[src/verilog/fccp_map.vh]
`ifndef FCCP_MAP_VH
`define FCCP_MAP_VH
// =====================================================================
// Timing figures and cycle counts at 100 MHz (10 ns)
// =====================================================================
`define FCCP_CLK_PERIOD_NS   10
// Fastest switching: 125 kHz -> 8000 ns period
`define FCCP_TMIN_PERIOD_NS  8000
`define FCCP_MIN_PERIOD_CYC  (`FCCP_TMIN_PERIOD_NS / `FCCP_CLK_PERIOD_NS)
// Slowest VCO switching: 25 kHz -> 40000 ns period
`define FCCP_TMAX_PERIOD_NS  40000
`define FCCP_MAX_PERIOD_CYC  (`FCCP_TMAX_PERIOD_NS / `FCCP_CLK_PERIOD_NS)
// Leading edge blanking, least time
`define FCCP_LEB_NS          300
`define FCCP_LEB_CYC         ((`FCCP_LEB_NS + `FCCP_CLK_PERIOD_NS - 1) / `FCCP_CLK_PERIOD_NS)
// Demagnetization suppression after switch-off, least time
`define FCCP_SUP_NS          1500
`define FCCP_SUP_CYC         ((`FCCP_SUP_NS + `FCCP_CLK_PERIOD_NS - 1) / `FCCP_CLK_PERIOD_NS)
// Default count of overvoltage cycles on the up/down counter
`define FCCP_OVP_DEF_COUNT   10
// Overvoltage counter steps
`define FCCP_OVP_UP_STEP     1
`define FCCP_OVP_DN_STEP     2
// Overvoltage program pin modes
`define FCCP_OVP_MODE_OFF    2'h0
`define FCCP_OVP_MODE_INT    2'h1
`define FCCP_OVP_MODE_CAP    2'h2
`endif

[src/verilog/fccp_cycle_ctrl.v]
// Functional notes
// - Skip request high suppresses every switch-on until it falls again.
// - Skip entry comes from VCO-derived skip indication, not control level.
// - Standby output set when VCO near minimum frequency.
// - Standby output cleared when VCO permits near maximum frequency.
// - Always discontinuous; no new stroke before secondary stroke ends.
// - Delayed demagnetization lengthens off-time, lowering delivered power.
// - Demagnetization ignored during fixed suppression at secondary start.
// - Overvoltage evaluated only during secondary stroke, filtered input.
// - Program pin mode: grounded off, 5 V default count, capacitor programmed.
// - Capacitor mode count is never shorter than default count.
// - Counter increments each cycle with an overvoltage event.
// - Counter decrements twice as fast in cycles without an event.
// - Threshold reached: declare overvoltage, turn power switch off.
// - After shutdown stay off through undervoltage and recharge cycles.
// - Latched shutdown clears only when supply falls below latch-reset level.
// - Cycle starts with switch on; ends at current control level.
// - After oscillator permit and demagnetization, wait for valley.
// - Peak current limit active only after leading edge blanking.
// - Mains level sampled in primary stroke adjusts peak current limit.
// - Gate drive held in per-cycle latch; one switch-on per cycle.
// - Undervoltage stops switching at once and enters safe restart.
`include "fccp_map.vh"

module fccp_cycle_ctrl #(
  parameter MIN_PERIOD_CYC = `FCCP_MIN_PERIOD_CYC,
  parameter MAX_PERIOD_CYC = `FCCP_MAX_PERIOD_CYC,
  parameter LEB_CYC        = `FCCP_LEB_CYC,
  parameter SUP_CYC        = `FCCP_SUP_CYC,
  parameter OVP_DEF_COUNT  = `FCCP_OVP_DEF_COUNT,
  parameter CNT_W          = 16,
  parameter OVP_W          = 8
) (
  input  wire             mclk_in,
  input  wire             srst_in,
  input  wire             demag_sense_in,
  input  wire             valley_in,
  input  wire             current_sense_in,
  input  wire             peak_limit_in,
  input  wire             mains_high_in,
  input  wire             overvoltage_in,
  input  wire             skip_req_in,
  input  wire             vco_near_min_in,
  input  wire             vco_near_max_in,
  input  wire             supply_ok_in,
  input  wire             latch_reset_in,
  input  wire [1:0]       overvoltage_program_pin,
  input  wire [OVP_W-1:0] ovp_cap_count_in,
  output reg              gate_drive_out,
  output reg              standby_drive_out,
  output reg              aux_five_volt_out,
  output reg              ovp_latched_out,
  output reg              peak_current_limit,
  output reg              secondary_out
);

  // ===================================================================
  // Input synchronisers
  // ===================================================================
  localparam NSYNC = 11;
  wire [NSYNC-1:0] raw_in;
  reg  [NSYNC-1:0] sync1_reg;
  reg  [NSYNC-1:0] sync2_reg;
  reg  [NSYNC-1:0] sync3_reg;
  reg  [NSYNC-1:0] stable_reg;
  assign raw_in = {latch_reset_in, supply_ok_in, vco_near_max_in, vco_near_min_in,
                   skip_req_in, overvoltage_in, mains_high_in, peak_limit_in,
                   current_sense_in, valley_in, demag_sense_in};

  genvar gi;
  generate
    for (gi = 0; gi < NSYNC; gi = gi + 1) begin : g_sync
      always @(posedge mclk_in) begin
        if (srst_in) begin
          sync1_reg[gi]  <= 1'b0;
          sync2_reg[gi]  <= 1'b0;
          sync3_reg[gi]  <= 1'b0;
          stable_reg[gi] <= 1'b0;
        end else begin
          sync1_reg[gi] <= raw_in[gi];
          sync2_reg[gi] <= sync1_reg[gi];
          sync3_reg[gi] <= sync2_reg[gi];
          if (sync2_reg[gi] == sync3_reg[gi]) begin
            stable_reg[gi] <= sync3_reg[gi];
          end
        end
      end
    end
  endgenerate

  wire s_demag    = stable_reg[0];
  wire s_valley   = stable_reg[1];
  wire s_cur      = stable_reg[2];
  wire s_plimit   = stable_reg[3];
  wire s_mains    = stable_reg[4];
  wire s_ovp      = stable_reg[5];
  wire s_skip     = stable_reg[6];
  wire s_near_min = stable_reg[7];
  wire s_near_max = stable_reg[8];
  wire s_supply   = stable_reg[9];
  wire s_lreset   = stable_reg[10];

  // ===================================================================
  // Cycle state machine
  // ===================================================================
  localparam ST_IDLE = 3'h0;
  localparam ST_ON   = 3'h1;
  localparam ST_SUP  = 3'h2;
  localparam ST_SEC  = 3'h3;
  localparam ST_WAIT = 3'h4;

  reg [2:0]       state_reg;
  reg [2:0]       state_next;
  reg [CNT_W-1:0] tmr_reg;
  reg [CNT_W-1:0] tmr_next;
  reg [CNT_W-1:0] per_reg;
  reg [CNT_W-1:0] per_next;
  reg             mains_reg;
  reg             mains_next;
  reg             ev_reg;
  reg             ev_next;
  reg             cycle_end;
  reg [OVP_W-1:0] ovp_cnt_reg;
  reg [OVP_W-1:0] ovp_cnt_next;
  reg             ovp_latch_reg;
  reg             ovp_latch_next;

  // Counter steps sized to the counter
  localparam [OVP_W-1:0] OVP_UP = `FCCP_OVP_UP_STEP;
  localparam [OVP_W-1:0] OVP_DN = `FCCP_OVP_DN_STEP;

  wire run_ok   = s_supply & ~ovp_latch_reg;
  wire leb_done = (tmr_reg >= LEB_CYC[CNT_W-1:0]);
  wire s_mains_lat = mains_reg;
  // Overpower: high mains uses the lower of the two limit thresholds
  wire limit_hit = leb_done & (s_plimit | (s_mains_lat & s_cur));
  wire osc_ok   = (per_reg >= MIN_PERIOD_CYC[CNT_W-1:0]);

  always @* begin
    state_next = state_reg;
    tmr_next   = tmr_reg;
    per_next   = (per_reg == {CNT_W{1'b1}}) ? per_reg : per_reg + 1'b1;
    mains_next = mains_reg;
    ev_next    = ev_reg;
    cycle_end  = 1'b0;
    if (!run_ok) begin
      state_next = ST_IDLE;
      tmr_next   = {CNT_W{1'b0}};
    end else begin
      case (state_reg)
        ST_IDLE: begin
          if (!s_skip) begin
            state_next = ST_ON;
            tmr_next   = {CNT_W{1'b0}};
            per_next   = {CNT_W{1'b0}};
            mains_next = 1'b0;
          end
        end
        ST_ON: begin
          tmr_next = tmr_reg + 1'b1;
          if (!leb_done) begin
            mains_next = s_mains;
          end
          if (limit_hit || (leb_done && s_cur)) begin
            state_next = ST_SUP;
            tmr_next   = {CNT_W{1'b0}};
            ev_next    = 1'b0;
          end
        end
        ST_SUP: begin
          tmr_next = tmr_reg + 1'b1;
          if (tmr_reg >= SUP_CYC[CNT_W-1:0]) begin
            state_next = ST_SEC;
          end
        end
        ST_SEC: begin
          if (s_ovp) begin
            ev_next = 1'b1;
          end
          if (!s_demag) begin
            state_next = ST_WAIT;
            cycle_end  = 1'b1;
          end
        end
        ST_WAIT: begin
          if (osc_ok && s_valley && !s_skip) begin
            state_next = ST_ON;
            tmr_next   = {CNT_W{1'b0}};
            per_next   = {CNT_W{1'b0}};
            mains_next = 1'b0;
          end
        end
        default: begin
          state_next = ST_IDLE;
        end
      endcase
    end
  end

  // ===================================================================
  // Overvoltage counter and latch
  // ===================================================================
  reg [OVP_W-1:0] ovp_limit;
  always @* begin
    case (overvoltage_program_pin)
      `FCCP_OVP_MODE_CAP: begin
        ovp_limit = (ovp_cap_count_in < OVP_DEF_COUNT[OVP_W-1:0]) ?
                    OVP_DEF_COUNT[OVP_W-1:0] : ovp_cap_count_in;
      end
      `FCCP_OVP_MODE_INT: begin
        ovp_limit = OVP_DEF_COUNT[OVP_W-1:0];
      end
      `FCCP_OVP_MODE_OFF: begin
        ovp_limit = OVP_DEF_COUNT[OVP_W-1:0];
      end
      default: begin
        ovp_limit = OVP_DEF_COUNT[OVP_W-1:0];
      end
    endcase
  end

  // Count after one more event
  wire [OVP_W-1:0] ovp_cnt_inc = ovp_cnt_reg + OVP_UP;

  wire ovp_on = (overvoltage_program_pin == `FCCP_OVP_MODE_INT) ||
                (overvoltage_program_pin == `FCCP_OVP_MODE_CAP);

  always @* begin
    ovp_cnt_next   = ovp_cnt_reg;
    ovp_latch_next = ovp_latch_reg;
    if (s_lreset) begin
      ovp_latch_next = 1'b0;
      ovp_cnt_next   = {OVP_W{1'b0}};
    end else if (!ovp_on) begin
      ovp_cnt_next = {OVP_W{1'b0}};
    end else if (cycle_end) begin
      if (ev_reg) begin
        ovp_cnt_next = ovp_cnt_inc;
        if (ovp_cnt_inc >= ovp_limit) begin
          ovp_latch_next = 1'b1;
        end
      end else if (ovp_cnt_reg >= OVP_DN) begin
        ovp_cnt_next = ovp_cnt_reg - OVP_DN;
      end else begin
        ovp_cnt_next = {OVP_W{1'b0}};
      end
    end
  end

  // ===================================================================
  // Registers and outputs
  // ===================================================================
  always @(posedge mclk_in) begin
    if (srst_in) begin
      state_reg <= ST_IDLE;
      tmr_reg   <= {CNT_W{1'b0}};
      per_reg   <= {CNT_W{1'b0}};
      mains_reg <= 1'b0;
      ev_reg    <= 1'b0;
    end else begin
      state_reg <= state_next;
      tmr_reg   <= tmr_next;
      per_reg   <= per_next;
      mains_reg <= mains_next;
      ev_reg    <= ev_next;
    end
  end

  always @(posedge mclk_in) begin
    if (srst_in) begin
      ovp_cnt_reg   <= {OVP_W{1'b0}};
      ovp_latch_reg <= 1'b0;
    end else begin
      ovp_cnt_reg   <= ovp_cnt_next;
      ovp_latch_reg <= ovp_latch_next;
    end
  end

  // ===================================================================
  // Output flip-flops
  // ===================================================================
  // Gate follows ON state only, latched per cycle
  always @(posedge mclk_in) begin
    if (srst_in) begin
      gate_drive_out <= 1'b0;
    end else begin
      gate_drive_out <= run_ok && !ovp_latch_next &&
                        (state_next == ST_ON);
    end
  end

  // Near minimum sets, near maximum clears
  always @(posedge mclk_in) begin
    if (srst_in) begin
      standby_drive_out <= 1'b0;
    end else begin
      if (s_near_min) begin
        standby_drive_out <= 1'b1;
      end else if (s_near_max) begin
        standby_drive_out <= 1'b0;
      end
    end
  end

  always @(posedge mclk_in) begin
    if (srst_in) begin
      aux_five_volt_out <= 1'b0;
    end else begin
      aux_five_volt_out <= run_ok;
    end
  end

  always @(posedge mclk_in) begin
    if (srst_in) begin
      ovp_latched_out <= 1'b0;
    end else begin
      ovp_latched_out <= ovp_latch_next;
    end
  end

  // Marks on-times cut by a limit rather than the control level
  always @(posedge mclk_in) begin
    if (srst_in) begin
      peak_current_limit <= 1'b0;
    end else begin
      peak_current_limit <= (state_reg == ST_ON) && limit_hit;
    end
  end

  always @(posedge mclk_in) begin
    if (srst_in) begin
      secondary_out <= 1'b0;
    end else begin
      secondary_out <= (state_next == ST_SUP) || (state_next == ST_SEC);
    end
  end

endmodule // fccp_cycle_ctrl

[config.mk]
export PLATFORM = sky130hd
export DESIGN_NAME = fccp_cycle_ctrl
export DESIGN_NICKNAME = d
export VERILOG_FILES = /design/src/verilog/fccp_cycle_ctrl.v
export VERILOG_INCLUDE_DIRS = /design/src /design/src/verilog
export SDC_FILE = /design/constraint.sdc
export NUM_CORES = 1
export LEC_CHECK = 0
export BUFFER_PORTS_ARGS = -buffer_cell sky130_fd_sc_hd__clkbuf_2
export CORE_MARGIN = 2
export CORE_UTILIZATION = 35
export DETAILED_ROUTE_END_ITERATION = 8
export SETUP_SLACK_MARGIN = 0.15
export SYNTH_ARGS = -nofsm -noshare
export SYNTH_HDL_FRONTEND = slang
export SYNTH_SLANG_ARGS = --single-unit
export TNS_END_PERCENT = 10
[constraint.sdc]
create_clock -name mclk_in -period 2.4 [get_ports mclk_in]
set_clock_uncertainty 0.05 [all_clocks]
set_input_delay 0.36 -clock mclk_in [delete_from_list [all_inputs] [get_ports mclk_in]]
set_output_delay 0.36 -clock mclk_in [all_outputs]
set_load 0.01 [all_outputs]
# Yosys cells after proc, flatten, opt, wreduce, memory -nomap -nowiden
# Index checks and enable logic that the tools add are counted.
[word_totals] regBits=95 inputBits=23 output_inout_bits=6 word_cells=157
[op_classes] add_sub_neg=4 magnitude_cmp=6 n_eq_ne=26 n_mux=37 bitwise_logic=7 reduce_logical=21
[op_table] op="16-bit two-way mux" n=7
[op_table] op="16-bit case mux with 4 select lines" n=1
[op_table] op="16-bit by 1-bit adder with 16-bit output (second input constant)" n=2
[op_table] op="8-bit two-way mux" n=4
[op_table] op="16-bit case mux with 2 select lines" n=1
[op_table] op="3-bit two-way mux" n=6
[op_table] op="16-bit equality test (second input constant)" n=1
[op_table] op="16-bit by 10-bit greater-or-equal comparator with 1-bit output (second input constant)" n=1
[op_table] op="16-bit by 5-bit greater-or-equal comparator with 1-bit output (second input constant)" n=1
[op_table] op="16-bit by 8-bit greater-or-equal comparator with 1-bit output (second input constant)" n=1
[op_table] op="1-bit two-way mux" n=15
[op_table] op="3-bit case mux with 5 select lines" n=1
[op_table] op="3-bit by 2-bit equality test with 1-bit output (second input constant)" n=4
[op_table] op="1-bit equality test" n=11
[op_table] op="2-bit != test (second input constant)" n=5
[op_table] op="8-bit by 1-bit adder with 8-bit output (second input constant)" n=1
[op_table] op="8-bit by 2-bit greater-or-equal comparator with 1-bit output (second input constant)" n=1
[op_table] op="8-bit greater-or-equal comparator" n=1
[op_table] op="8-bit by 4-bit < comparator with 1-bit output (second input constant)" n=1
[op_table] op="8-bit by 2-bit subtractor with 8-bit output (second input constant)" n=1
[op_table] op="3-bit by 1-bit equality test with 1-bit output (second input constant)" n=2
[op_table] op="1-bit logical AND" n=6
[op_table] op="5-bit AND reduction" n=1
[op_table] op="4-bit AND reduction" n=1
[op_table] op="other kinds (17)" n=25

# Depth between registers and ports, before layout
# Gate-level depths: netlist (run 1).
[logic_depth] ltp_word=12 mapped_depth=10 depth_no_buf=10

# Least setup slack after synthesis (run 1)
# No wires, ideal clock.
[synth_path] kind="reg2reg" start="register ovp_cnt_reg[1]" end="register ovp_latched_out" setup_ns=0.125 arrival_time_ns=2.083 required_time_ns=2.225 path_slack_ns=0.142 stages_incl_launch_ff=11 n_path_buf=0 period_less_slack_ns=2.258 cell_sequence="dfxtp_1 > ha_1 > and3_1 > nand3_1 > xnor2_1 > ha_1 > a21o_1 > a211oi_1 > nand2_1 > a41oi_1 > a211oi_1"
[synth_via] elab_chain_cells=7
[synth_rtl] element="from (decl)" line_no="fccp_cycle_ctrl.v:123" text="reg [OVP_W-1:0] ovp_cnt_reg;"
[synth_rtl] element="from (signal assigned)" line_no="fccp_cycle_ctrl.v:271" text="ovp_cnt_reg <= {OVP_W{1'b0}};"
[synth_rtl] element="from (signal assigned)" line_no="fccp_cycle_ctrl.v:274" text="ovp_cnt_reg <= ovp_cnt_next;"
[synth_rtl] element="8-bit by 1-bit adder with 8-bit output" line_no="fccp_cycle_ctrl.v:223" text="wire [OVP_W-1:0] ovp_cnt_inc = ovp_cnt_reg + OVP_UP;"
[synth_rtl] element="8-bit greater-or-equal comparator" line_no="fccp_cycle_ctrl.v:239" text="if (ovp_cnt_inc >= ovp_limit) begin"
[synth_rtl] element="1-bit two-way mux" line_no="fccp_cycle_ctrl.v:239"
[synth_rtl] element="1-bit two-way mux" line_no="fccp_cycle_ctrl.v:237" text="if (ev_reg) begin"
[synth_rtl] element="1-bit two-way mux" line_no="fccp_cycle_ctrl.v:236" text="end else if (cycle_end) begin"
[synth_rtl] element="1-bit two-way mux" line_no="fccp_cycle_ctrl.v:234" text="end else if (!ovp_on) begin"
[synth_rtl] element="1-bit two-way mux" line_no="fccp_cycle_ctrl.v:231" text="if (s_lreset) begin"
[synth_rtl] element="to (signal assigned)" line_no="fccp_cycle_ctrl.v:317" text="ovp_latched_out <= ovp_latch_next;"
[synth_rtl] element="to (decl)" line_no="fccp_cycle_ctrl.v:52" text="output reg ovp_latched_out,"
# Every way passes these cells.
# A chain may end at the register's enable or synchronous reset.

# Worst setup path in the final report (run 1)
# Same ends and word-level chain as after synthesis.

==> results of run 1 <==
==> cells by family after synthesis <==
group	after synthesis	share of synthesized area, %
multiplexers	1	0.254
adder cells (fa/ha/maj)	17	4.80
AND/OR/NAND/NOR	211	25.5
XOR/XNOR	31	6.12
buffers and inverters	38	3.84
AO/OA/AOI/OAI	108	16.6
flip-flops	95	42.9
==> cell type report <==
cell class              count  share of cell area [%]
multi-input cells         368                    46.7
repair buffers             48                    5.63
clock inverters             7                    1.56
inverters                  16                    1.15
clock buffers               9                    4.31
flip-flops and latches     95                    36.5
well taps                 172                    4.12
==> Yosys cell counts, types with 3 or more instances <==
cell       count  area [um2]
a2111oi_0      3        26.3
a211oi_1      13        97.6
a21oi_1       30         150
a22oi_1        3        22.5
a31oi_1        3        18.8
and3_1         8        50.1
buf_2          4        20.0
buf_6          3        33.8
clkbuf_1      14        52.6
dfxtp_1       95        1900
ha_1          17         213
inv_1         16        60.1
nand2_1       46         173
nand2b_1       4        25.0
nand3_1       10        50.1
nand4_1        6        37.5
nor2_1        48         180
nor2b_1       38         238
nor3_1        13        65.1
nor3b_1        3        22.5
nor4_1         7        43.8
o211ai_1       4        30.0
o21ai_0       25         125
o22ai_1        3        18.8
or3_1          6        37.5
xnor2_1       21         184
xor2_1        10        87.6
==> layer usage <==
metal | part of all wire [%] | global-route usage, %
met2 | 45 | 20.6
met4 | 2.1 | 6.67
met5 | 0 | 0
met1 | 50 | 17.3
met3 | 2.9 | 2.85
==> stage by stage <==
stage	setup slack, ps	hold WS, ps	utilization, %
global route	136	151	41.7
floorplan	189	364	-
CTS	155	153	41.1
detailed placement	75.7	371	38.3
finish	254	163	41.7
global placement	174	366	38.3
==> repair_timing <==
item | CTS | global route
gates resized for setup | 6 | 12
setup endpoints to repair | 1 | 34
cloned | 0 | 0
pin swaps | 3 | 10
buffers inserted | 1 | 4
==> power by group <==
part / total (W) / switching [W] / leakage [nW] / internal [W]
clock network: 0.00142 / 0.000673 / 0.150 / 0.000744
logic: 0.0000933 / 0.0000494 / 0.961 / 0.0000439
registers: 0.00161 / 0.0000126 / 0.773 / 0.00160
total: 0.00312 / 0.000735 / 1.88 / 0.00239
==> critical path: stages (launching register included) <==
cell      delay [ps]
dfxtp_4          360
buf_6            100
ha_2             160
and4_1           200
nand3_2          100
xnor2_2          250
ha_4             250
a211oi_2         200
nand2_1          100
a41oi_2          180
a211oi_2          50
==> how the worst min path moves through the flow <==
stage	depth (start not counted)	endpoint	start	slack [ps]
5_1_grt	2	sync1_reg[9]	supply_ok_in	150
3_3_place_gp	1	sync2_reg[5]	sync1_reg[5]	370
2_1_floorplan	1	sync2_reg[0]	sync1_reg[0]	360
6_report	2	sync1_reg[9]	supply_ok_in	160
3_5_place_dp	1	sync2_reg[2]	sync1_reg[2]	370
4_1_cts	2	sync1_reg[9]	supply_ok_in	150
==> cells in the final DEF, fill, tap and decap left out, types with 16 or more instances in the layout <==
master / instances
dfxtp_1: 92
xnor2_1: 19
nor2_1: 48
inv_1: 16
nand2_1: 46
a21oi_1: 30
clkbuf_2: 28
nor2b_1: 38
o21ai_0: 25
buf_4: 19
==> results.sh, run 1 <==
export IMPL_initial_core_util_pct=35.4
export IMPL_routed_wl_mm=8.60
export IMPL_worstReg2RegEnd="ovp_latched_out"
export IMPL_cts_root_buffer="clkbuf_16"
export IMPL_max_freq_ghz=0.466
export IMPL_gp_congestion=0.895
export IMPL_postRouteAntennaNets=0
export IMPL_finalNonFillerCells=715
export IMPL_crit_end="ovp_latched_out"
export IMPL_rrSetupSlack_ps=250
export IMPL_clk_pin_slew_ps=70
export IMPL_worstSetupPathType="reg2reg"
export IMPL_reg2reg_from="ovp_cnt_reg[1]"
export IMPL_finalPower_w=0.00312
export IMPL_clock_path_buffers=2
export IMPL_synth_main_ff_cell="dfxtp_1"
export IMPL_diodes=0
export IMPL_final_max_slew_viol_count=0
export IMPL_fin_crit_sh_pct=89.4
export IMPL_drt_pass1_iter_count=4
export IMPL_synth_edf_count=0
export IMPL_area_growth_pct=17.8
export IMPL_reg2reg_depth=10
export IMPL_cts_made_buffers=9
export IMPL_hpwl_mm=6.14
export IMPL_maxSlewHeadroom_pct=56.5
export IMPL_io_buffers=28
export IMPL_ir_drop_uv=412
export IMPL_ys_seq_elements=95
export IMPL_hold_viol=0
export IMPL_rows=41
export IMPL_hold_class="in2reg"
export IMPL_power_density_nw_per_um2=598
export IMPL_end_kind="register"
export IMPL_critical_path_arrival_ps=2330
export IMPL_synth_area_um2=4430
export IMPL_status="finished, final reports clean"
export IMPL_grt_max_degree=51
export IMPL_syn_inst=501
export IMPL_core_um2=12500
export IMPL_setup_tns_ps=0
export IMPL_clk_latency_ps=350
export IMPL_startpoint_type="register"
export IMPL_p_leak_nw=1.88
export IMPL_drc=0
export IMPL_cts_tree="built"
export IMPL_nets=578
export IMPL_maxCapViolCount=0
export IMPL_grt_overflow_total=0
export IMPL_fillers=1278
export IMPL_via_per_inst=4.98
export IMPL_yosysWarningCount=0
export IMPL_multiInputGateArea_um2=2440
export IMPL_drive_above_1_share_pct=18.2
export IMPL_wire_per_inst_um=12.0
export IMPL_mappedNetlistNets=541
export IMPL_grt_pass1_vias=3169
export IMPL_grt_antenna_before_repair=0
export IMPL_die_area_um2=13600
export IMPL_cts_max_level=3
export IMPL_track_usage_pct=13.2
export IMPL_ys_types=68
export IMPL_place_inst=694
export IMPL_fin_area_um2=5220
export IMPL_die_h_um=117
export IMPL_vias=3564
export IMPL_die_w_um=117
export IMPL_register_area_um2=1910
export IMPL_placed_area_um2=4790
export IMPL_required_ps=2580
export IMPL_worstSetupStartpoint="ovp_cnt_reg[1]"
export IMPL_drtIter0Drc=169
export IMPL_rsz0062_at_grt="true"
export IMPL_fin_crit_ps=2150
export IMPL_ys_async_sr_fraction_pct=0
export IMPL_seq_area_frac_synth_pct=42.9
export IMPL_cp_max_fo=4
export IMPL_grt_pass1_wl_mm=14.3
export IMPL_clock_sinks=95
export IMPL_synth_area_per_cell_um2=8.85
export IMPL_worst_pin_slew_ps=646
export IMPL_ctsHoldBuffers=0
export IMPL_final_setup_viol_count=0
export IMPL_io_pins=29
Note: power is estimated with default switching activity, not from simulation.
==> run 2: changes to the inputs <==
--- a/config.mk
+++ b/config.mk
@@ -10,6 +10,7 @@
 export CORE_MARGIN = 2
 export CORE_UTILIZATION = 35
 export DETAILED_ROUTE_END_ITERATION = 8
+export PLACE_DENSITY = 0.59
 export SETUP_SLACK_MARGIN = 0.15
 export SYNTH_ARGS = -nofsm -noshare
 export SYNTH_HDL_FRONTEND = slang
==> constraint.sdc (replaced) <==
create_clock -name mclk_in -period 2.15 [get_ports mclk_in]
set_clock_uncertainty 0.05 [all_clocks]
set_input_delay 0.3225 -clock mclk_in [delete_from_list [all_inputs] [get_ports mclk_in]]
set_output_delay 0.3225 -clock mclk_in [all_outputs]
set_load 0.01 [all_outputs]
==> run 2 against run 1 <==
Via count is 3.6% higher. Hold slack worse by 43 ps. Final cell count rose by 2.8%. Critical path depth unchanged. Die area unchanged. Critical endpoint unchanged. Highest routed layer unchanged.
==> results.sh, run 2 (synthesized netlist as in run 1, its figures left out) <==
export IMPL_finalPower_w=0.00353
export IMPL_rrSetupSlack_ps=40
export IMPL_area_growth_pct=23.3
export IMPL_clk_latency_ps=360
export IMPL_setup_tns_ps=0
export IMPL_final_common_cell="dfxtp_1"
export IMPL_die_h_um=117
export IMPL_worstSetupPathType="reg2reg"
export IMPL_reg2reg_depth=10
export IMPL_min_path_cells=2
export IMPL_drive_above_1_share_pct=24.3
export IMPL_worstReg2RegEnd="ovp_latched_out"
export IMPL_hpwl_mm=6.62
export IMPL_hold_class="in2reg"
export IMPL_grt_overflow_total=0
export IMPL_required_ps=2340
export IMPL_worst_pin_slew_ps=554
export IMPL_end_kind="register"
export IMPL_io_buffers=28
export IMPL_min_to="sync1_reg[5]"
export IMPL_grt_pass1_wl_mm=15.9
export IMPL_rsz0062_at_grt="true"
export IMPL_status="finished, final reports clean"
export IMPL_utilization_pct=43.7
export IMPL_drc=0
export IMPL_startpoint_type="register"
export IMPL_p_leak_nw=2.02
export IMPL_die_w_um=117
export IMPL_hold_viol=0
export IMPL_hold_start="overvoltage_in"
export IMPL_reg2reg_from="ovp_cnt_reg[1]"
export IMPL_clk_pin_slew_ps=70
export IMPL_gp_congestion=0.834
export IMPL_routed_wl_mm=9.35
export IMPL_core_um2=12500
export IMPL_clock_sinks=95
export IMPL_cts_root_buffer="clkbuf_16"
export IMPL_track_usage_pct=14.6
export IMPL_initial_core_util_pct=35.4
export IMPL_postRouteAntennaNets=0
export IMPL_drt_pass1_iter_count=4
export IMPL_io_pins=29
export IMPL_nets=598
export IMPL_rows=41
export IMPL_drtIter0Drc=138
export IMPL_fin_crit_sh_pct=97.9
export IMPL_cts_tree="built"
export IMPL_worstSetupStartpoint="ovp_cnt_reg[1]"
export IMPL_final_max_slew_viol_count=0
export IMPL_maxSlewHeadroom_pct=62.8
export IMPL_wire_per_inst_um=12.7
export IMPL_final_setup_viol_count=0
export IMPL_cts_made_buffers=9
export IMPL_clock_path_buffers=2
export IMPL_max_freq_ghz=0.475
export IMPL_fillers=1288
export IMPL_cp_max_fo=3
export IMPL_power_density_nw_per_um2=646
export IMPL_final_cell_mix="dfxtp_1 (82), nor2_1 (47), nand2_1 (45)"
export IMPL_via_per_inst=5.02
export IMPL_die_area_um2=13600
export IMPL_fin_crit_ps=2110
export IMPL_ctsHoldBuffers=0
export IMPL_ir_drop_uv=416
export IMPL_maxCapViolCount=0
export IMPL_grt_antenna_before_repair=0
export IMPL_cts_max_level=3
export IMPL_grt_pass1_vias=3447
export IMPL_grt_max_degree=52
export IMPL_critical_path_arrival_ps=2300
export IMPL_diodes=0
export IMPL_vias=3693
run 2: cell count changes in the layout (fill, tap and decap cells not counted), moves of 3 or more:
cell | before | now
dfxtp_2 | 2 | 10
a2111oi_2 | 1 | 4
buf_4 | 19 | 39
dfxtp_1 | 92 | 82
run 2: per-stage QoR:
step / area (um2) / instances / worst slack, ps / hold WS, ps
after floorplan: 4490 / 501 / 84.0 / 364
after global placement: 4990 / 712 / 65.2 / 368
after detailed placement: 4990 / 712 / -17.4 / 375
after CTS: 5380 / 735 / 44.3 / 111
after global routing: 5460 / 735 / -87.0 / 117
final: 5460 / 735 / 44.6 / 120
run 2: timing repair:
action                     CTS  global route
setup endpoints to repair    6            29
buffers inserted             7             0
gates resized for setup      3            30
pin swaps                    9             4
run 2: power by group:
group / switching (W) / internal [W]
sequential: 0.0000145 / 0.00178
clock: 0.000786 / 0.000834
combinational: 0.0000557 / 0.0000521
run 2: worst max path at each step:
stage / end
3_5_place_dp: ovp_latched_out
2_1_floorplan: ovp_latched_out
4_1_cts: ovp_latched_out
3_3_place_gp: ovp_latched_out
5_1_grt: ovp_latched_out
6_report: ovp_latched_out
run 2: final cells by class:
type                            instances  area (um2)  share of cell area, %
Multi-Input combinational cell        368        2500                   45.7
Sequential cell                        95        1930                   35.2
Timing Repair Buffer                   68         453                   8.29
Clock buffer                            9         225                   4.12
Tap cell                              172         215                   3.94
Clock inverter                          7        87.6                   1.60
Inverter                               16        60.1                   1.10
run 2: worst max-delay path, cell delays in order, from the launching register on:
cell,delay (ps)
dfxtp_4,370
ha_4,130
and3_4,190
nand3_4,60
xnor2_2,160
ha_1,300
a21o_1,200
a211oi_2,220
nand2_1,110
a41oi_2,150
a211oi_1,60
run 2: routing by layer:
metal,GRT usage [%],vias up,routed length (um)
met2,23.4,62,4250
met1,19.4,1730,4600
met5,0,-,0
met4,6.20,0,192
met3,2.96,16,300
li1,-,1885,-
